File: src/pic_pkg.sv
// Shared constants for the priority interrupt controller and its core end
package pic_pkg;
	// ==========================================================
	// Sources, groups and vectors
	localparam int NSRC = 11;
	localparam logic [3:0] SRC_EXT0 = 4'h0;
	localparam logic [3:0] SRC_TMR0 = 4'h1;
	localparam logic [3:0] SRC_EXT1 = 4'h2;
	localparam logic [3:0] SRC_TMR1 = 4'h3;
	localparam logic [3:0] SRC_SER0 = 4'h4;
	localparam logic [3:0] SRC_SER1 = 4'h5;
	localparam logic [3:0] SRC_EXT2 = 4'h6;
	localparam logic [3:0] SRC_EXT3 = 4'h7;
	localparam logic [3:0] SRC_EXT4 = 4'h8;
	localparam logic [3:0] SRC_EXT5 = 4'h9;
	localparam logic [3:0] SRC_EXT6 = 4'hA;
	localparam logic [15:0] VECTOR [NSRC] = '{16'h0003, 16'h000B, 16'h0013, 16'h001B,
		16'h0023, 16'h0083, 16'h004B, 16'h0053, 16'h005B, 16'h0063, 16'h006B};
	localparam logic [2:0] GROUP [NSRC] = '{3'h0, 3'h1, 3'h2, 3'h3, 3'h4, 3'h0,
		3'h1, 3'h2, 3'h3, 3'h4, 3'h5};
	// ==========================================================
	// Special function register addresses
	localparam logic [2:0] SFR_IEN_A = 3'h0;
	localparam logic [2:0] SFR_IEN_B = 3'h1;
	localparam logic [2:0] SFR_IEN_C = 3'h2;
	localparam logic [2:0] SFR_TMR_CTRL = 3'h3;
	localparam logic [2:0] SFR_EXT_REQ = 3'h4;
	localparam logic [2:0] SFR_PRIO_LO = 3'h5;
	localparam logic [2:0] SFR_PRIO_HI = 3'h6;
	localparam logic [2:0] SFR_EXT6_SUB = 3'h7;
	localparam logic [7:0] SFR_RESET = 8'h00;
	// ==========================================================
	// Field positions
	localparam int IEN_A_GLOBAL = 7;
	localparam int IEN_C_SER1 = 0;
	localparam int TMR_T1_OVF = 7;
	localparam int TMR_T0_OVF = 5;
	localparam int TMR_X1_FLAG = 3;
	localparam int TMR_X1_TYPE = 2;
	localparam int TMR_X0_FLAG = 1;
	localparam int TMR_X0_TYPE = 0;
	localparam logic [7:0] EXT_REQ_MASK = 8'h3E;
	localparam int SUB_XFER_EN = 0;
	localparam int SUB_TICK_EN = 1;
	localparam int SUB_XFER_FLAG = 2;
	localparam int SUB_TICK_FLAG = 3;
	localparam logic [7:0] SUB_MASK = 8'h0F;
	// ==========================================================
	// Timing in machine cycles
	localparam int MC_CLKS = 12;
	localparam logic [3:0] MC_LAST = 4'(MC_CLKS - 1);
	localparam int DETECT_MC = 1;
	localparam int CALL_MC = 6;
	localparam int LATENCY_MC = DETECT_MC + CALL_MC;
	localparam logic [2:0] CALL_LAST = 3'(CALL_MC - 1);
	// ==========================================================
	// Core end software registers (word index)
	localparam logic [1:0] AVS_CMD = 2'h0;
	localparam logic [1:0] AVS_STATUS = 2'h1;
	localparam logic [1:0] AVS_VECTOR = 2'h2;
	localparam int CMD_DATA_LSB = 8;
	localparam int CMD_WR = 16;
	localparam int CMD_RD = 17;
	localparam int CMD_RET = 18;
endpackage

File: src/pic_if.sv
// Link between the interrupt controller and the processor core
`timescale 1ns/1ns
interface pic_if;
	logic sfr_wr;
	logic sfr_rd;
	logic [2:0] sfr_addr;
	logic [7:0] sfr_wdata;
	logic [7:0] sfr_rdata;
	logic return_from_interrupt;
	logic mc_tick;
	logic irq_req;
	logic [15:0] irq_vector;
	logic irq_ack;
	modport dev (input sfr_wr, sfr_rd, sfr_addr, sfr_wdata, return_from_interrupt, irq_ack,
		output sfr_rdata, mc_tick, irq_req, irq_vector);
	modport core (output sfr_wr, sfr_rd, sfr_addr, sfr_wdata, return_from_interrupt, irq_ack,
		input sfr_rdata, mc_tick, irq_req, irq_vector);
endinterface

File: src/pic_irq_ctrl.sv
// Priority interrupt controller, device end
// How it works
// - Eleven sources, four priority levels
// - Per-source enable bits in three registers
// - Preemption only by strictly higher level
// - Return from interrupt releases active level
// - Flags set regardless of enable state
// - Flags sampled once per machine cycle
// - Long call forced next cycle if allowed
// - Defer after return or enable/priority write
// - Latency at least seven machine cycles
// - First enable register: global and five sources
// - Second/third enable registers: externals, serial one
// - Timer control register flag and type layout
// - External request register edge flag layout
// - Timer flags cleared on entry, acks pulse
// - Six priority groups, the first five pairing sources
// - Level from high/low priority bit pair
// - Fixed polling order breaks level ties
// - External source wiring and edge polarity
// - External 0-5 flags cleared on entry
// - External 6 ORs two enabled sub-flags
// - Fixed vector address per source
// - Rising edge needs one clock each level
`timescale 1ns/1ns
module pic_irq_ctrl (
	input wire logic clk,
	input wire logic reset,
	pic_if.dev bus,
	input wire logic timer_zero_overflow,
	input wire logic timer_one_overflow,
	input wire logic serial_zero_rx_done,
	input wire logic serial_zero_tx_done,
	input wire logic serial_one_rx_done,
	input wire logic serial_one_tx_done,
	input wire logic ext_zero_in,
	input wire logic ext_zero_invert,
	input wire logic ext_one_in,
	input wire logic ext_one_invert,
	input wire logic ext_two_in,
	input wire logic ext_three_in,
	input wire logic ext_four_in,
	input wire logic ext_five_in,
	input wire logic transfer_busy_event,
	input wire logic clock_second_tick,
	output logic timer_zero_vector_ack,
	output logic timer_one_vector_ack
);
	import pic_pkg::*;

	typedef enum logic {PIC_IDLE, PIC_REQ} pic_state_e;

	logic [7:0] int_enable_reg_a_r;
	logic [7:0] int_enable_reg_b_r;
	logic [7:0] int_enable_reg_c_r;
	logic [7:0] timer_ctrl_reg_r;
	logic [7:0] ext_request_reg_r;
	logic [7:0] priority_low_reg_r;
	logic [7:0] priority_high_reg_r;
	logic [7:0] ext6_sub_reg_r;
	logic [8:0] prev_r;
	logic [3:0] mc_cnt_r;
	logic mc_r;
	logic defer_r;
	logic [NSRC-1:0] pend_r;
	pic_state_e state_r;
	logic [3:0] grant_src_r;
	logic [1:0] grant_lvl_r;
	logic [3:0] active_r;
	logic [3:0] active_nxt;
	logic irq_req_r;
	logic [15:0] irq_vector_r;
	logic [7:0] sfr_rdata_r;
	logic t0_ack_r;
	logic t1_ack_r;
	logic ext6_src;
	logic x0;
	logic x1;
	logic [8:0] in_now;
	logic [8:0] rise;
	logic [8:0] fall;
	logic [7:0] tctl_set;
	logic [7:0] tctl_clr;
	logic [7:0] xreq_set;
	logic [7:0] xreq_clr;
	logic [7:0] sub_set;
	logic [NSRC-1:0] src_req;
	logic [NSRC-1:0] src_en;
	logic found;
	logic [3:0] best_src;
	logic [1:0] best_lvl;
	logic [1:0] top_lvl;
	logic allow;
	logic entry;
	logic wr_defer;

	assign bus.sfr_rdata = sfr_rdata_r;
	assign bus.mc_tick = mc_r;
	assign bus.irq_req = irq_req_r;
	assign bus.irq_vector = irq_vector_r;
	assign timer_zero_vector_ack = t0_ack_r;
	assign timer_one_vector_ack = t1_ack_r;
	assign entry = bus.irq_ack && state_r == PIC_REQ;

	// ==========================================================
	// Source conditioning and edge detection
	always_comb
	begin
		x0 = ext_zero_in ^ ext_zero_invert;
		x1 = ext_one_in ^ ext_one_invert;
		ext6_src = (ext6_sub_reg_r[SUB_XFER_FLAG] & ext6_sub_reg_r[SUB_XFER_EN])
			| (ext6_sub_reg_r[SUB_TICK_FLAG] & ext6_sub_reg_r[SUB_TICK_EN]);
		in_now = {clock_second_tick, transfer_busy_event, ext6_src, ext_five_in, ext_four_in,
			ext_three_in, ext_two_in, x1, x0};
		rise = in_now & ~prev_r;
		fall = ~in_now & prev_r;
	end

	always_ff @(posedge clk)
	begin
		if (reset)
			prev_r <= 9'h000;
		else
			prev_r <= in_now;
	end

	// ==========================================================
	// Flag set and clear terms
	always_comb
	begin
		tctl_set = 8'h00;
		tctl_set[TMR_T1_OVF] = timer_one_overflow;
		tctl_set[TMR_T0_OVF] = timer_zero_overflow;
		tctl_set[TMR_X1_FLAG] = timer_ctrl_reg_r[TMR_X1_TYPE] ? fall[1] : ~in_now[1];
		tctl_set[TMR_X0_FLAG] = timer_ctrl_reg_r[TMR_X0_TYPE] ? fall[0] : ~in_now[0];
		xreq_set = {2'b00, rise[6], rise[5], rise[4], fall[3], fall[2], 1'b0};
		sub_set = 8'h00;
		sub_set[SUB_XFER_FLAG] = rise[7];
		sub_set[SUB_TICK_FLAG] = rise[8];
		tctl_clr = 8'h00;
		xreq_clr = 8'h00;
		if (entry)
		begin
			unique case (grant_src_r)
				SRC_EXT0: tctl_clr[TMR_X0_FLAG] = 1'b1;
				SRC_TMR0: tctl_clr[TMR_T0_OVF] = 1'b1;
				SRC_EXT1: tctl_clr[TMR_X1_FLAG] = 1'b1;
				SRC_TMR1: tctl_clr[TMR_T1_OVF] = 1'b1;
				SRC_EXT2: xreq_clr[1] = 1'b1;
				SRC_EXT3: xreq_clr[2] = 1'b1;
				SRC_EXT4: xreq_clr[3] = 1'b1;
				SRC_EXT5: xreq_clr[4] = 1'b1;
				default: xreq_clr = 8'h00;
			endcase
		end
	end

	// ==========================================================
	// Register file, set wins over clear
	always_ff @(posedge clk)
	begin
		if (reset)
		begin
			int_enable_reg_a_r <= SFR_RESET;
			int_enable_reg_b_r <= SFR_RESET;
			int_enable_reg_c_r <= SFR_RESET;
			priority_low_reg_r <= SFR_RESET;
			priority_high_reg_r <= SFR_RESET;
		end
		else if (bus.sfr_wr)
		begin
			unique case (bus.sfr_addr)
				SFR_IEN_A: int_enable_reg_a_r <= bus.sfr_wdata;
				SFR_IEN_B: int_enable_reg_b_r <= bus.sfr_wdata;
				SFR_IEN_C: int_enable_reg_c_r <= bus.sfr_wdata;
				SFR_PRIO_LO: priority_low_reg_r <= bus.sfr_wdata;
				SFR_PRIO_HI: priority_high_reg_r <= bus.sfr_wdata;
				default: ;
			endcase
		end
	end

	always_ff @(posedge clk)
	begin
		if (reset)
			timer_ctrl_reg_r <= SFR_RESET;
		else if (bus.sfr_wr && bus.sfr_addr == SFR_TMR_CTRL)
			timer_ctrl_reg_r <= bus.sfr_wdata | tctl_set;
		else
			timer_ctrl_reg_r <= (timer_ctrl_reg_r & ~tctl_clr) | tctl_set;
	end

	always_ff @(posedge clk)
	begin
		if (reset)
			ext_request_reg_r <= SFR_RESET;
		else if (bus.sfr_wr && bus.sfr_addr == SFR_EXT_REQ)
			ext_request_reg_r <= (bus.sfr_wdata & EXT_REQ_MASK) | xreq_set;
		else
			ext_request_reg_r <= (ext_request_reg_r & ~xreq_clr) | xreq_set;
	end

	always_ff @(posedge clk)
	begin
		if (reset)
			ext6_sub_reg_r <= SFR_RESET;
		else if (bus.sfr_wr && bus.sfr_addr == SFR_EXT6_SUB)
			ext6_sub_reg_r <= (bus.sfr_wdata & SUB_MASK) | sub_set;
		else
			ext6_sub_reg_r <= ext6_sub_reg_r | sub_set;
	end

	always_ff @(posedge clk)
	begin
		if (reset)
			sfr_rdata_r <= SFR_RESET;
		else if (bus.sfr_rd)
		begin
			unique case (bus.sfr_addr)
				SFR_IEN_A: sfr_rdata_r <= int_enable_reg_a_r;
				SFR_IEN_B: sfr_rdata_r <= int_enable_reg_b_r;
				SFR_IEN_C: sfr_rdata_r <= int_enable_reg_c_r;
				SFR_TMR_CTRL: sfr_rdata_r <= timer_ctrl_reg_r;
				SFR_EXT_REQ: sfr_rdata_r <= ext_request_reg_r;
				SFR_PRIO_LO: sfr_rdata_r <= priority_low_reg_r;
				SFR_PRIO_HI: sfr_rdata_r <= priority_high_reg_r;
				SFR_EXT6_SUB: sfr_rdata_r <= ext6_sub_reg_r;
			endcase
		end
	end

	// ==========================================================
	// Machine cycle timing and deferral
	always_ff @(posedge clk)
	begin
		if (reset)
		begin
			mc_cnt_r <= 4'h0;
			mc_r <= 1'b0;
		end
		else
		begin
			mc_cnt_r <= (mc_cnt_r == MC_LAST) ? 4'h0 : mc_cnt_r + 4'h1;
			mc_r <= (mc_cnt_r == MC_LAST);
		end
	end

	assign wr_defer = bus.return_from_interrupt || (bus.sfr_wr && (bus.sfr_addr == SFR_IEN_A
		|| bus.sfr_addr == SFR_IEN_B || bus.sfr_addr == SFR_IEN_C
		|| bus.sfr_addr == SFR_PRIO_LO || bus.sfr_addr == SFR_PRIO_HI));

	always_ff @(posedge clk)
	begin
		if (reset)
			defer_r <= 1'b0;
		else
			defer_r <= wr_defer | (defer_r & ~mc_r);
	end

	// ==========================================================
	// Sampling and arbitration
	always_comb
	begin
		src_req = {ext_request_reg_r[5:1], serial_one_rx_done | serial_one_tx_done,
			serial_zero_rx_done | serial_zero_tx_done, timer_ctrl_reg_r[TMR_T1_OVF],
			timer_ctrl_reg_r[TMR_X1_FLAG], timer_ctrl_reg_r[TMR_T0_OVF],
			timer_ctrl_reg_r[TMR_X0_FLAG]};
		src_en = {int_enable_reg_b_r[5:1], int_enable_reg_c_r[IEN_C_SER1],
			int_enable_reg_a_r[4:0]};
	end

	always_ff @(posedge clk)
	begin
		if (reset)
			pend_r <= '0;
		else if (mc_r)
			pend_r <= src_req & src_en & {NSRC{int_enable_reg_a_r[IEN_A_GLOBAL]}};
	end

	always_comb
	begin
		found = 1'b0;
		best_src = 4'h0;
		best_lvl = 2'h0;
		for (int i = 0; i < NSRC; i++)
		begin
			if (pend_r[i] && (!found || {priority_high_reg_r[GROUP[i]],
				priority_low_reg_r[GROUP[i]]} > best_lvl))
			begin
				found = 1'b1;
				best_src = 4'(i);
				best_lvl = {priority_high_reg_r[GROUP[i]], priority_low_reg_r[GROUP[i]]};
			end
		end
		top_lvl = 2'h0;
		for (int l = 0; l < 4; l++)
		begin
			if (active_r[l])
				top_lvl = 2'(l);
		end
		allow = found && (active_r == 4'h0 || best_lvl > top_lvl);
	end

	// ==========================================================
	// Request to the core and service tracking
	always_ff @(posedge clk)
	begin
		if (reset)
		begin
			state_r <= PIC_IDLE;
			irq_req_r <= 1'b0;
			irq_vector_r <= 16'h0000;
			grant_src_r <= 4'h0;
			grant_lvl_r <= 2'h0;
		end
		else
		begin
			unique case (state_r)
				PIC_IDLE:
					if (mc_r && allow && !defer_r && !wr_defer)
					begin
						state_r <= PIC_REQ;
						irq_req_r <= 1'b1;
						irq_vector_r <= VECTOR[best_src];
						grant_src_r <= best_src;
						grant_lvl_r <= best_lvl;
					end
				PIC_REQ:
					if (entry)
					begin
						state_r <= PIC_IDLE;
						irq_req_r <= 1'b0;
					end
			endcase
		end
	end

	always_comb
	begin
		active_nxt = active_r;
		if (bus.return_from_interrupt)
			active_nxt[top_lvl] = 1'b0;
		if (entry)
			active_nxt[grant_lvl_r] = 1'b1;
	end

	always_ff @(posedge clk)
	begin
		if (reset)
			active_r <= 4'h0;
		else
			active_r <= active_nxt;
	end

	always_ff @(posedge clk)
	begin
		if (reset)
		begin
			t0_ack_r <= 1'b0;
			t1_ack_r <= 1'b0;
		end
		else
		begin
			t0_ack_r <= entry && grant_src_r == SRC_TMR0;
			t1_ack_r <= entry && grant_src_r == SRC_TMR1;
		end
	end
endmodule // pic_irq_ctrl

File: src/flat_wrapper.sv
// flat-port wrapper written by rule: the top's interface ports become plain ports
module pic_irq_ctrl_flat import pic_pkg::*;
  (clk, reset, timer_zero_overflow, timer_one_overflow, serial_zero_rx_done, serial_zero_tx_done, serial_one_rx_done, serial_one_tx_done, ext_zero_in, ext_zero_invert, ext_one_in, ext_one_invert, ext_two_in, ext_three_in, ext_four_in, ext_five_in, transfer_busy_event, clock_second_tick, timer_zero_vector_ack, timer_one_vector_ack, bus_sfr_wr, bus_sfr_rd, bus_sfr_addr, bus_sfr_wdata, bus_return_from_interrupt, bus_irq_ack, bus_sfr_rdata, bus_mc_tick, bus_irq_req, bus_irq_vector);
  pic_if bus_i ();
  input wire logic clk;
  input wire logic reset;
  input wire logic timer_zero_overflow;
  input wire logic timer_one_overflow;
  input wire logic serial_zero_rx_done;
  input wire logic serial_zero_tx_done;
  input wire logic serial_one_rx_done;
  input wire logic serial_one_tx_done;
  input wire logic ext_zero_in;
  input wire logic ext_zero_invert;
  input wire logic ext_one_in;
  input wire logic ext_one_invert;
  input wire logic ext_two_in;
  input wire logic ext_three_in;
  input wire logic ext_four_in;
  input wire logic ext_five_in;
  input wire logic transfer_busy_event;
  input wire logic clock_second_tick;
  output logic timer_zero_vector_ack;
  output logic timer_one_vector_ack;
  input wire logic [$bits(bus_i.sfr_wr)-1:0] bus_sfr_wr;
  input wire logic [$bits(bus_i.sfr_rd)-1:0] bus_sfr_rd;
  input wire logic [$bits(bus_i.sfr_addr)-1:0] bus_sfr_addr;
  input wire logic [$bits(bus_i.sfr_wdata)-1:0] bus_sfr_wdata;
  input wire logic [$bits(bus_i.return_from_interrupt)-1:0] bus_return_from_interrupt;
  input wire logic [$bits(bus_i.irq_ack)-1:0] bus_irq_ack;
  output wire logic [$bits(bus_i.sfr_rdata)-1:0] bus_sfr_rdata;
  output wire logic [$bits(bus_i.mc_tick)-1:0] bus_mc_tick;
  output wire logic [$bits(bus_i.irq_req)-1:0] bus_irq_req;
  output wire logic [$bits(bus_i.irq_vector)-1:0] bus_irq_vector;
  assign bus_i.sfr_wr = bus_sfr_wr;
  assign bus_i.sfr_rd = bus_sfr_rd;
  assign bus_i.sfr_addr = bus_sfr_addr;
  assign bus_i.sfr_wdata = bus_sfr_wdata;
  assign bus_i.return_from_interrupt = bus_return_from_interrupt;
  assign bus_i.irq_ack = bus_irq_ack;
  assign bus_sfr_rdata = bus_i.sfr_rdata;
  assign bus_mc_tick = bus_i.mc_tick;
  assign bus_irq_req = bus_i.irq_req;
  assign bus_irq_vector = bus_i.irq_vector;
  pic_irq_ctrl u_core (.clk(clk), .reset(reset), .bus(bus_i), .timer_zero_overflow(timer_zero_overflow), .timer_one_overflow(timer_one_overflow), .serial_zero_rx_done(serial_zero_rx_done), .serial_zero_tx_done(serial_zero_tx_done), .serial_one_rx_done(serial_one_rx_done), .serial_one_tx_done(serial_one_tx_done), .ext_zero_in(ext_zero_in), .ext_zero_invert(ext_zero_invert), .ext_one_in(ext_one_in), .ext_one_invert(ext_one_invert), .ext_two_in(ext_two_in), .ext_three_in(ext_three_in), .ext_four_in(ext_four_in), .ext_five_in(ext_five_in), .transfer_busy_event(transfer_busy_event), .clock_second_tick(clock_second_tick), .timer_zero_vector_ack(timer_zero_vector_ack), .timer_one_vector_ack(timer_one_vector_ack));
endmodule
File: config.mk
export PLATFORM = sky130hd
export DESIGN_NAME = pic_irq_ctrl_flat
export DESIGN_NICKNAME = d
export VERILOG_FILES = /design/src/pic_pkg.sv /design/src/pic_if.sv /design/src/pic_irq_ctrl.sv /design/src/flat_wrapper.sv
export SDC_FILE = /design/constraint.sdc
export NUM_CORES = 1
export LEC_CHECK = 0
export ABC_AREA = 0
export ABC_CLOCK_PERIOD_IN_PS = 19900
export BUFFER_PORTS_ARGS = -buffer_cell sky130_fd_sc_hd__buf_2
export CELL_PAD_IN_SITES_DETAIL_PLACEMENT = 0
export CELL_PAD_IN_SITES_GLOBAL_PLACEMENT = 1
export CORE_UTILIZATION = 45
export CTS_BUF_LIST = sky130_fd_sc_hd__clkbuf_8
export CTS_CLUSTER_DIAMETER = 40
export DETAILED_ROUTE_END_ITERATION = 8
export GPL_TIMING_DRIVEN = 0
export PLACE_DENSITY_LB_ADDON = 0.15
export SLEW_MARGIN = 0
export SYNTH_ARGS = -nofsm -noshare
export SYNTH_HDL_FRONTEND = slang
export SYNTH_SLANG_ARGS = --single-unit
File: constraint.sdc
create_clock -name clk -period 19.9 [get_ports clk]
set_input_delay 2.985 -clock clk [delete_from_list [all_inputs] [get_ports clk]]
set_output_delay 2.985 -clock clk [all_outputs]
set_load 0.02 [all_outputs]
======== After elaboration in Yosys (flattened, before gate mapping) ========
Memory sizes are Yosys's and may differ from the RTL's. A register that Yosys moved wholly into a read port is not among the register bits.
Index checks and enable logic that the tools add are counted.
operators by class
  $lt $le $gt $ge ......................... 15
  equality and inequality tests ........... 17
  bitwise logic cells ..................... 33
  mux-type cells .......................... 66
  reduce and logical (&&, ||, !) cells .... 62
  add/subtract/negate cells ............... 1
operators with widths
  operator                                                         count
  8-bit case mux with 8 select lines                               1
  1-bit two-way mux                                                33
  2-bit two-way mux                                                15
  8-bit two-way mux                                                3
  1-bit logical AND                                                23
  11-bit bitwise AND                                               2
  2-bit > comparator                                               11
  4-bit two-way mux                                                5
  8-bit bitwise AND                                                2
  1-bit logical OR                                                 16
  8-bit OR                                                         2
  2-bit AND reduction                                              7
  3-bit == test, second input constant                             4
  4-bit == test, second input constant                             3
  1-bit zero test                                                  12
  3-bit two-way mux                                                4
  9-bit bitwise AND                                                1
  9-bit inverter                                                   1
  4-bit bitwise AND                                                2
  4-bit by 2-bit == test with 1-bit output, second input constant  2
  4-bit by 3-bit == test with 1-bit output, second input constant  2
  4-bit zero test                                                  2
  4-bit inverter                                                   2
  5-bit inverter with 8-bit output                                 1
  23 further kinds                                                 38
word-level totals
  bits of input ports ..................... 33
  bits in registers ....................... 112
  bits in read-only memories .............. 256
  memories ................................ 1
  output and inout port bits .............. 28
  word-level logic and storage cells ...... 216
memory list
  memory           depth  bits a word  rd ports  clocked after Yosys merged registers in  write ports  RTL line             text
  (no name shown)  16     16           1         1                                        0            pic_irq_ctrl.sv:324  irq_vector_r <= VECTOR[best_src];

======== Longest topological paths before layout ========
Gate-level depths: netlist of the first run.
  depth in word-level cells ............... 49
  gate-level depth with buffers ........... 71

======== Worst setup path before layout of the first run ========
No wires, ideal clock.
  path kind ............................... reg-to-reg
  start ................................... reg u_core.priority_high_reg_r[0]
  end ..................................... reg u_core.grant_src_r[2]
  clock period less this slack ............ 12269 ps
  required time ........................... 19830 ps
  stages on the path, launching flop included .. 67
  setup slack ............................. 7631 ps
  buffers on the path ..................... 2
  arrival ................................. 12198 ps
  cell sequence ........................... dfxtp_1 -> clkbuf_1 -> nand2_1 -> ha_1 -> nor2b_1 -> o311a_1 -> a32oi_1 -> ha_1 -> and2b_1 -> a2bb2oi_2 -> o211a_1 -> a21o_1 -> ha_1 -> nor2b_1 -> o211ai_1 -> nand2_1 -> nor2_1 -> a21oi_1 -> [31 not listed] -> a32o_1 -> o41a_1 -> ha_1 -> nand2_1 -> o21ai_0 -> a21bo_2 -> clkbuf_1 -> nor2_1 -> a21oi_1 -> ha_1 -> nor2b_1 -> o21ai_0 -> o41ai_1 -> o2111ai_1 -> nand2b_1 -> nor3_1 -> o21ai_0 -> a21oi_1
on the way
  longest elaborated chain between the ends .. 48
  elaborated cells between the ends (all ways) .. 74
  those cells by class .................... order compare: 11; mux: 28; reduce/logical: 35
ends and longest elaborated chain
  element                                                 RTL line                                  text
  start: declaration                                      pic_irq_ctrl.sv:59                        logic [7:0] priority_high_reg_r;
  start signal: assignment                                pic_irq_ctrl.sv:177                       SFR_PRIO_HI: priority_high_reg_r <= bus.sfr_wdata;
  2-bit two-way mux                                       pic_irq_ctrl.sv:287                       if (pend_r[i] && (!found || {priority_high_reg_r[GROUP[i]],
  2-bit > comparator                                      pic_irq_ctrl.sv:288                       priority_low_reg_r[GROUP[i]]} > best_lvl))
  1-bit logical OR                                        pic_irq_ctrl.sv:287
  1-bit logical AND                                       pic_irq_ctrl.sv:287
  2-bit two-way mux or 1-bit two-way mux (tied branches)  pic_irq_ctrl.sv:287
  2-bit > comparator or 1-bit zero test (tied branches)   pic_irq_ctrl.sv:288, pic_irq_ctrl.sv:287
  1-bit logical OR                                        pic_irq_ctrl.sv:287
  1-bit logical AND                                       pic_irq_ctrl.sv:287
  [31 not listed]                                         n/a
  1-bit logical AND                                       pic_irq_ctrl.sv:287
  2-bit two-way mux (*)                                   pic_irq_ctrl.sv:287
  via u_core.best_lvl[1]                                  pic_irq_ctrl.sv:91                        logic [1:0] best_lvl;
  2-bit > comparator (*)                                  pic_irq_ctrl.sv:301                       allow = found && (active_r == 4'h0 || best_lvl > top_lvl);
  1-bit logical OR (*)                                    pic_irq_ctrl.sv:301
  1-bit logical AND (*)                                   pic_irq_ctrl.sv:301
  1-bit logical AND (*) (3 in a row)                      pic_irq_ctrl.sv:320                       if (mc_r && allow && !defer_r && !wr_defer)
  2-bit AND reduction (no source line) (*)                n/a
  end signal: assignment                                  pic_irq_ctrl.sv:325                       grant_src_r <= best_src;
  end: declaration                                        pic_irq_ctrl.sv:67                        logic [3:0] grant_src_r;
Mark *: on every way through the listed nets, which the timed path passes. The rest lies on a longest branch.
A chain may end at the register's enable or synchronous reset.

======== Final worst setup path of the first run ========
Same ends and word-level chain as after synthesis.

==> results.toml, run 1 <==
[timing]
fmax_ghz = 0.0695
fin_setup_tns_ns = 0
setup_viol = 0
period_share_pct = 72.3
final-max-slew-violation-count = 0
rsz0062_at_grt = "false"
fin_skew_ns = 0.00855
timing_hold_violations_final = 0
worstMarginPinSlew_ns = 0.928
relSlewSlack_pct = 37.6
period_minus_slack_ns = 14.38

[cts]
cts_sinks = 111
clockBufferDepth = 2
cts_setup_buffers = 0
cts_tree = "done"
hold_buffers = 0
clkTransAtPathRegs_ns = 0.11
clock_latency_ns = 0.40
clockRootBuffer = "clkbuf_8"
htreeDepth = 3
cts_resized = 0
cts_buffers = 9

[power_and_ir_drop]
p_int_w = 0.000291
swShare_pct = 28.9
switchingPower_w = 0.000118
power_per_cell_area_nw_per_um2 = 63.8
pwr-share-comb_pct = 10.3
p_leak_nw = 2.49
irDropWorstVdd_uv = 55.3
seq_power_share_pct = 57.0
clkPwrFrac_pct = 32.7

[yosys]
synth_commonest_cells = "nand2_1 (147), dfxtp_1 (111), a21oi_1 (104)"
yosysMostFrequentCell = "nand2_1"
seq_area_frac_synth_pct = 38.6
synth.avg_cell_area_um2 = 7.72
ys_top_cells_by_area = "dfxtp_1 (39%), nand2_1 (9.6%), a21oi_1 (9.1%), ha_1 (3.9%), nor2_1 (3.6%)"
async_reset_ff_share_pct = 0
synthesis.area_um2 = 5750
synth_edf_count = 0
synth_cells = 745
synth_top_area_share_pct = 38.6
synth_area_leader_cell = "dfxtp_1"
ys_types = 63
synth_seq_cells = 111
synthFlopType = "dfxtp_1"
yosysWarnings = 0

[route]
met1_length_um = 7900
wl_met2_um = 8310
dr_total_vias = 5637
drc = 0
routed.top_layer = "met4"
post_drt_wl_per_cell_um = 18.4
ant_nets = 0
wl_met3_um = 1190
vias_per_cell = 5.73
finalWirelength_um = 18100
first_iter_violations = 470
drtPass1Iterations = 5

[die]
start_util_pct = 47.1
die_y_um = 115
rows = 40
coreArea_um2 = 12200
num_io_pins = 61
die_w_um = 115
die_area_um2 = 13200

[setup_path]
critPathRequiredTime_ns = 20.24
start_kind = "flop"
worstPathMaxFanout = 10
critPathSlowestCell = "o2111ai_1"
critPathMostFrequentCell = "ha_1"
crit_type = "flop to flop"
critPathCaptureType = "flop"
max_stage_delay_ns = 0.43
crit_arrival_ns = 14.72
critPathBufInv = 2
crit_family = "compound AO/OA/AOI/OAI gates"

[grt]
antenna_found_initial = 0
overflow = 0
grt_pass1_wl_um = 28300
grt_pass1_vias = 5212
grt_use_total_pct = 29.0
grt_max_degree = 21

[run_status]
status = "complete, no violations"

[cells_and_area]
antenna_cells = 0
area_growth_pct = 11.5
nNetsFinal = 862
final_core_util_pct = 52.5
final_layout_size_suffix_gt1_share_pct = 10.8

[worst_hold_path]
worstHoldPathType = "flop to flop"

[place]
portBuffers = 47
dp_hpwl_um = 13900
gp_congestion = 0.939

[job]
cap_violations = 0
layout make-up:
class / count / area, um2
fillers: 1239 / 5800
inverters: 24 / 90.1
plain buffers: 47 / 214
multi-input cells: 571 / 3250
flip-flops and latches: 111 / 2220
repair buffers: 47 / 235
clock inverters: 7 / 60.1
clock buffers: 9 / 124
well taps: 168 / 210
through the flow:
stage | cells | hold slack, ns | setup WS [ns] | cell area [um2] | power, W
floorplan | 753 | 0.429 | 7.63 | 5780 | 0.000263
global placement | 968 | 0.444 | 5.76 | 6230 | 0.000279
detailed placement | 968 | 0.452 | 5.65 | 6230 | 0.000279
CTS | 984 | 0.458 | 5.56 | 6410 | 0.000411
global route | 984 | 0.483 | 4.19 | 6410 | 0.000425
finish | 984 | 0.456 | 5.52 | 6410 | 0.000409
metal layers:
metal  vias to the layer above  track usage (%)
li1                       2717                -
met1                      2668             39.4
met2                       205             45.6
met3                        47             4.22
met4                         0             13.3
met5                         -                0
state kept, by name, summed over array words and instances, names as in the netlist, 8 cells and up:
signal	count
u_core.priority_high_reg_r	8
u_core.prev_r	9
u_core.pend_r	11
u_core.int_enable_reg_c_r	8
u_core.int_enable_reg_b_r	8
u_core.int_enable_reg_a_r	8
u_core.priority_low_reg_r	8
u_core.bus.sfr_rdata	8
u_core.timer_ctrl_reg_r	8
cells by family after synthesis:
family | count (synthesis) | share of synthesized area [%]
AO/OA/AOI/OAI | 205 | 22.3
multiplexers | 24 | 4.33
buffers and inverters | 71 | 5.29
flip-flops | 111 | 38.6
adder cells (fa/ha/maj) | 18 | 3.92
other | 1 | 0.0652
XOR/XNOR | 3 | 0.457
AND/OR/NAND/NOR | 312 | 25.0
cell usage in the layout (no fill, tap or decap), types with 10 or more instances in the layout:
| master | n |
|---|---|
| nor2_1 | 55 |
| clkbuf_1 | 34 |
| buf_2 | 47 |
| mux2i_1 | 20 |
| ha_1 | 18 |
| a21oi_1 | 104 |
| nand2_1 | 147 |
| nor3_1 | 13 |
| nand4_1 | 11 |
| buf_4 | 10 |
| o21ai_0 | 28 |
| inv_1 | 22 |
| nand2b_1 | 27 |
| nor2b_1 | 18 |
| dfxtp_1 | 111 |
| o211ai_1 | 11 |
final timing paths:
path                            slack (ns)                          start  cells after the start                          end
worst min register to register        0.46               u_core.prev_r[3]                      2  u_core.ext_request_reg_r[2]
worst min-delay path                  0.46               u_core.prev_r[3]                      2  u_core.ext_request_reg_r[2]
worst max-delay path                  5.52  u_core.priority_high_reg_r[0]                     67        u_core.grant_src_r[2]
worst max register to register        5.52  u_core.priority_high_reg_r[0]                     67        u_core.grant_src_r[2]
tightest hold or removal path, delay by kind of cell, from the launching register on:
| family | cells | cell delay (ns) |
|---|---|---|
| AO/OA/AOI/OAI | 1 | 0.05 |
| flip-flops | 1 | 0.31 |
| AND/OR/NAND/NOR | 1 | 0.06 |
power groups by stage:
stage | Clock, W | Combinational (W) | Sequential, W
floorplan | 0 | 0.0000259 | 0.000237
global placement | 0 | 0.0000408 | 0.000238
detailed placement | 0 | 0.0000413 | 0.000238
CTS | 0.000137 | 0.0000415 | 0.000233
global route | 0.000145 | 0.0000461 | 0.000234
finish | 0.000134 | 0.0000422 | 0.000233
Power figures use the tool's default switching activity.
==> inputs of run 2 (changes only) <==
--- a/config.mk
+++ b/config.mk
@@ -6,7 +6,7 @@
 export NUM_CORES = 1
 export LEC_CHECK = 0
 export ABC_AREA = 0
-export ABC_CLOCK_PERIOD_IN_PS = 19900
+export ABC_CLOCK_PERIOD_IN_PS = 15100
 export BUFFER_PORTS_ARGS = -buffer_cell sky130_fd_sc_hd__buf_2
 export CELL_PAD_IN_SITES_DETAIL_PLACEMENT = 0
 export CELL_PAD_IN_SITES_GLOBAL_PLACEMENT = 1
==> constraint.sdc (replaced) <==
create_clock -name clk -period 15.1 [get_ports clk]
set_input_delay 2.265 -clock clk [delete_from_list [all_inputs] [get_ports clk]]
set_output_delay 2.265 -clock clk [all_outputs]
set_load 0.02 [all_outputs]
==> results.toml, run 2 (synthesis results as in run 1) <==
[route]
dr_total_vias = 5609
first_iter_violations = 481
drtPass1Iterations = 6
post_drt_wl_per_cell_um = 18.4
ant_nets = 0
drc = 0
finalWirelength_um = 18100
vias_per_cell = 5.69

[cts]
clockBufferDepth = 2
cts_sinks = 111
cts_tree = "done"
clockRootBuffer = "clkbuf_8"
clock_latency_ns = 0.40
hold_buffers = 0
clkTransAtPathRegs_ns = 0.11
cts_buffers = 9
htreeDepth = 3

[die]
die_area_um2 = 13200
num_io_pins = 61
die_w_um = 115
die_y_um = 115
rows = 40
coreArea_um2 = 12200
start_util_pct = 47.1

[timing]
timing_hold_violations_final = 0
setup_viol = 0
period_share_pct = 91.9
final-max-slew-violation-count = 0
fin_skew_ns = 0.00960
period_minus_slack_ns = 13.87
fmax_ghz = 0.0721
relSlewSlack_pct = 37.4
worstMarginPinSlew_ns = 0.932

[power_and_ir_drop]
irDropWorstVdd_uv = 73.3
pwr-share-comb_pct = 10.3
clkPwrFrac_pct = 32.8
p_leak_nw = 2.51
power_per_cell_area_nw_per_um2 = 83.9
switchingPower_w = 0.000156
seq_power_share_pct = 57.0
swShare_pct = 29.0
p_int_w = 0.000383

[setup_path]
critPathCaptureType = "flop"
critPathRequiredTime_ns = 15.44
worstPathMaxFanout = 9
crit_arrival_ns = 14.21
critPathSlowestCell = "dfxtp_1"
worstSetupStartpoint = "u_core.pend_r[0]"
critPathMostFrequentCell = "ha_1"
r2r_slack_ns = 1.23
rr_endpoint = "u_core.grant_src_r[2]"
max_stage_delay_ns = 0.55
critPathCapture = "u_core.grant_src_r[2]"
start_kind = "flop"
crit-reg2reg-launch = "u_core.pend_r[0]"
crit_type = "flop to flop"
rr_worst_depth = 66

[cells_and_area]
area_growth_pct = 11.9
largest_reg_flops = 11
final_cells = 985
nNetsFinal = 863
design_area_um2 = 6430
ff_latch_area_um2 = 2220
fill_cells = 1235
top_regs = "u_core.pend_r (11), u_core.prev_r (9)"
antenna_cells = 0
final_common_cell = "nand2_1"
mostFrequentLayoutCells = "nand2_1 (147), dfxtp_1 (111), a21oi_1 (104)"
multiInputGateArea_um2 = 3270
final_layout_size_suffix_gt1_share_pct = 11.4
largest-register = "u_core.pend_r"

[grt]
antenna_found_initial = 0
grt_pass1_wl_um = 28300
grt_max_degree = 21
grt_pass1_vias = 5212
overflow = 0
grt_use_total_pct = 29.0

[place]
portBuffers = 47
dp.cells = 968
gp_congestion = 0.939
dp_hpwl_um = 13900
place_area_um2 = 6230

[run_status]
status = "complete, no violations"

[worst_hold_path]
worstHoldPathType = "flop to flop"

[job]
cap_violations = 0
==> run 2: power groups by stage <==
stage	Combinational (W)	Clock, W	Sequential, W
after CTS	0.0000547	0.000180	0.000307
after global routing	0.0000606	0.000191	0.000308
after detailed placement	0.0000545	0	0.000314
final	0.0000555	0.000177	0.000307
after floorplan	0.0000341	0	0.000312
after global placement	0.0000538	0	0.000314
==> run 2: worst min-delay path by stage <==
stage	cells after the start	start	end
floorplan	1	u_core.mc_cnt_r[0]	u_core.mc_cnt_r[0]
global placement	1	u_core.mc_cnt_r[0]	u_core.mc_cnt_r[0]
CTS	2	u_core.prev_r[3]	u_core.ext_request_reg_r[2]
global route	2	u_core.int_enable_reg_b_r[7]	u_core.int_enable_reg_b_r[7]
finish	2	u_core.prev_r[3]	u_core.ext_request_reg_r[2]
detailed placement	2	u_core.timer_ctrl_reg_r[6]	u_core.timer_ctrl_reg_r[6]
==> run 2: what timing repair did <==
item	CTS	global route
buffers inserted	0	2
resized for setup	0	4
endpoints found under the setup margin	0	14
==> run 2: per-stage QoR <==
stage / TNS (ns) / setup slack, ns / util (%) / total power (W) / hold slack, ns
2_1_floorplan: 0 / 2.83 / - / 0.000346 / 0.429
3_3_place_gp: 0 / 0.955 / 51.0 / 0.000367 / 0.444
3_5_place_dp: 0 / 0.852 / 51.0 / 0.000368 / 0.452
4_1_cts: 0 / 0.756 / 52.5 / 0.000542 / 0.458
5_1_grt: -0.0125 / -0.0125 / 52.7 / 0.000560 / 0.483
6_report: 0 / 1.23 / 52.7 / 0.000540 / 0.461
==> run 2: final cells by class <==
type / count / area share, %
clock inverters: 7 / 0.933
flip-flops and latches: 111 / 34.5
clock buffers: 9 / 1.93
multi-input cells: 571 / 50.8
inverters: 24 / 1.40
plain buffers: 46 / 3.29
repair buffers: 49 / 3.89
well taps: 168 / 3.27
==> run 2: metal layers <==
| layer | vias to the layer above | part of all wire (%) | track usage (%) |
|---|---|---|---|
| li1 | 2730 | - | - |
| met1 | 2666 | 46 | 39.4 |
| met2 | 168 | 46 | 45.6 |
| met3 | 45 | 4.6 | 4.22 |
| met4 | 0 | 3.7 | 13.3 |
| met5 | - | 0 | 0 |
==> run 2: critical path: cells and delay by family, from the launching register on <==
kind | cells | cell delay [ns]
adder cells (fa/ha/maj) | 11 | 2.99
buffers and inverters | 1 | 0.21
flip-flops | 1 | 0.55
multiplexers | 2 | 0.57
AND/OR/NAND/NOR | 22 | 3.05
AO/OA/AOI/OAI | 30 | 6.44
==> inputs of run 3 (changes only) <==
--- a/config.mk
+++ b/config.mk
@@ -6,7 +6,7 @@
 export NUM_CORES = 1
 export LEC_CHECK = 0
 export ABC_AREA = 0
-export ABC_CLOCK_PERIOD_IN_PS = 15100
+export ABC_CLOCK_PERIOD_IN_PS = 14400
 export BUFFER_PORTS_ARGS = -buffer_cell sky130_fd_sc_hd__buf_2
 export CELL_PAD_IN_SITES_DETAIL_PLACEMENT = 0
 export CELL_PAD_IN_SITES_GLOBAL_PLACEMENT = 1
==> constraint.sdc (replaced) <==
create_clock -name clk -period 14.4 [get_ports clk]
set_input_delay 2.16 -clock clk [delete_from_list [all_inputs] [get_ports clk]]
set_output_delay 2.16 -clock clk [all_outputs]
set_load 0.02 [all_outputs]
==> results.toml, run 3 (synthesis results as in run 1) <==
[route]
dr_total_vias = 5591
finalWirelength_um = 18200
drc = 0
drtPass1Iterations = 5
post_drt_wl_per_cell_um = 18.5
first_iter_violations = 418
ant_nets = 0
vias_per_cell = 5.68

[die]
die_y_um = 115
die_w_um = 115
rows = 40
num_io_pins = 61
coreArea_um2 = 12200
die_area_um2 = 13200
start_util_pct = 47.1

[cts]
cts_buffers = 9
htreeDepth = 3
cts_sinks = 111
clockBufferDepth = 2
hold_buffers = 0
clock_latency_ns = 0.40
cts_tree = "done"
clockRootBuffer = "clkbuf_8"
clkTransAtPathRegs_ns = 0.11

[timing]
worstMarginPinSlew_ns = 0.920
period_minus_slack_ns = 13.40
period_share_pct = 93.0
relSlewSlack_pct = 38.2
fmax_ghz = 0.0746
timing_hold_violations_final = 0
rsz0062_at_grt = "false"
final-max-slew-violation-count = 0
setup_viol = 0
fin_setup_tns_ns = 0
fin_skew_ns = 0.00818

[setup_path]
max_stage_delay_ns = 0.46
crit_family = "compound AO/OA/AOI/OAI gates"
critPathRequiredTime_ns = 14.74
worstPathMaxFanout = 9
start_kind = "flop"
critPathBufInv = 0
critPathCaptureType = "flop"
crit_type = "flop to flop"
crit_arrival_ns = 13.74
critPathSlowestCell = "dfxtp_2"
r2r_slack_ns = 1.00
critPathMostFrequentCell = "ha_1"

[place]
dp_hpwl_um = 13900
gp_congestion = 0.939
dp.cells = 968
portBuffers = 47

[grt]
antenna_found_initial = 0
grt_pass1_vias = 5212
grt_pass1_wl_um = 28300
overflow = 0
grt_use_total_pct = 29.0
grt_max_degree = 21

[cells_and_area]
antenna_cells = 0
area_growth_pct = 12.1
top_regs = "u_core.pend_r (11), u_core.prev_r (9)"
largest-register = "u_core.pend_r"
final_common_cell = "nand2_1"
mostFrequentLayoutCells = "nand2_1 (147), dfxtp_1 (109), a21oi_1 (104)"
final_cells = 984
fill_cells = 1232
nNetsFinal = 862
largest_reg_flops = 11
final_layout_size_suffix_gt1_share_pct = 11.9

[power_and_ir_drop]
irDropWorstVdd_uv = 76.4
power.total_w = 0.000566
power_per_cell_area_nw_per_um2 = 87.8
p_leak_nw = 2.51

[job]
cap_violations = 0

[worst_hold_path]
worstHoldPathType = "flop to flop"

[run_status]
status = "complete, no violations"
[run 3: through the flow]
step | setup slack [ns] | hold slack [ns] | cell area [um2] | util [%]
2_1_floorplan | 2.13 | 0.429 | 5780 | -
3_3_place_gp | 0.255 | 0.444 | 6230 | 51.0
3_5_place_dp | 0.152 | 0.452 | 6230 | 51.0
4_1_cts | 0.0560 | 0.458 | 6410 | 52.5
5_1_grt | 0.0248 | 0.483 | 6450 | 52.8
6_report | 1.00 | 0.455 | 6450 | 52.8
[run 3: what timing repair did]
item                                    CTS  global route
buffers inserted                          0             2
gates resized for setup                   0            10
endpoints found under the setup margin    0            14
[run 3: path summary, 6_finish.rpt]
| path | start | to | cells past startpoint |
|---|---|---|---|
| worst max-delay path | u_core.pend_r[0] | u_core.grant_src_r[2] | 64 |
| worst min-delay path | u_core.prev_r[3] | u_core.ext_request_reg_r[2] | 2 |
| worst max register to register | u_core.pend_r[0] | u_core.grant_src_r[2] | 64 |
| worst min register to register | u_core.prev_r[3] | u_core.ext_request_reg_r[2] | 2 |
[run 3: where the power goes]
group	total [W]	internal, W	leakage (nW)	switching (W)
logic	0.0000581	0.0000200	1.51	0.0000382
registers	0.000322	0.000315	0.904	0.00000705
clock network	0.000186	0.0000667	0.0969	0.000119
[run 3: layout make-up]
cell class	count	area (um2)	share of cell area (%)
inverters	24	90.1	1.40
multi-input cells	571	3280	50.9
clock buffers	9	124	1.92
well taps	168	210	3.26
repair buffers	49	250	3.88
clock inverters	7	60.1	0.931
plain buffers	45	208	3.22
flip-flops and latches	111	2220	34.5
[run 3: layer usage]
layer,track usage [%],up-vias,share of wire [%]
li1,-,2722,-
met3,4.22,43,5.5
met5,0,-,0
met1,39.4,2644,45
met4,13.3,0,3.7
met2,45.6,182,46
[run 3: worst reg2reg max path, delay by kind of cell, from the launching register on]
| family | cells | cell delay (ns) |
|---|---|---|
| AOI/OAI and AO/OA | 28 | 5.99 |
| adders and majority gates | 11 | 3.19 |
| DFF | 1 | 0.46 |
| muxes | 1 | 0.34 |
| and+or+nand+nor | 24 | 3.37 |
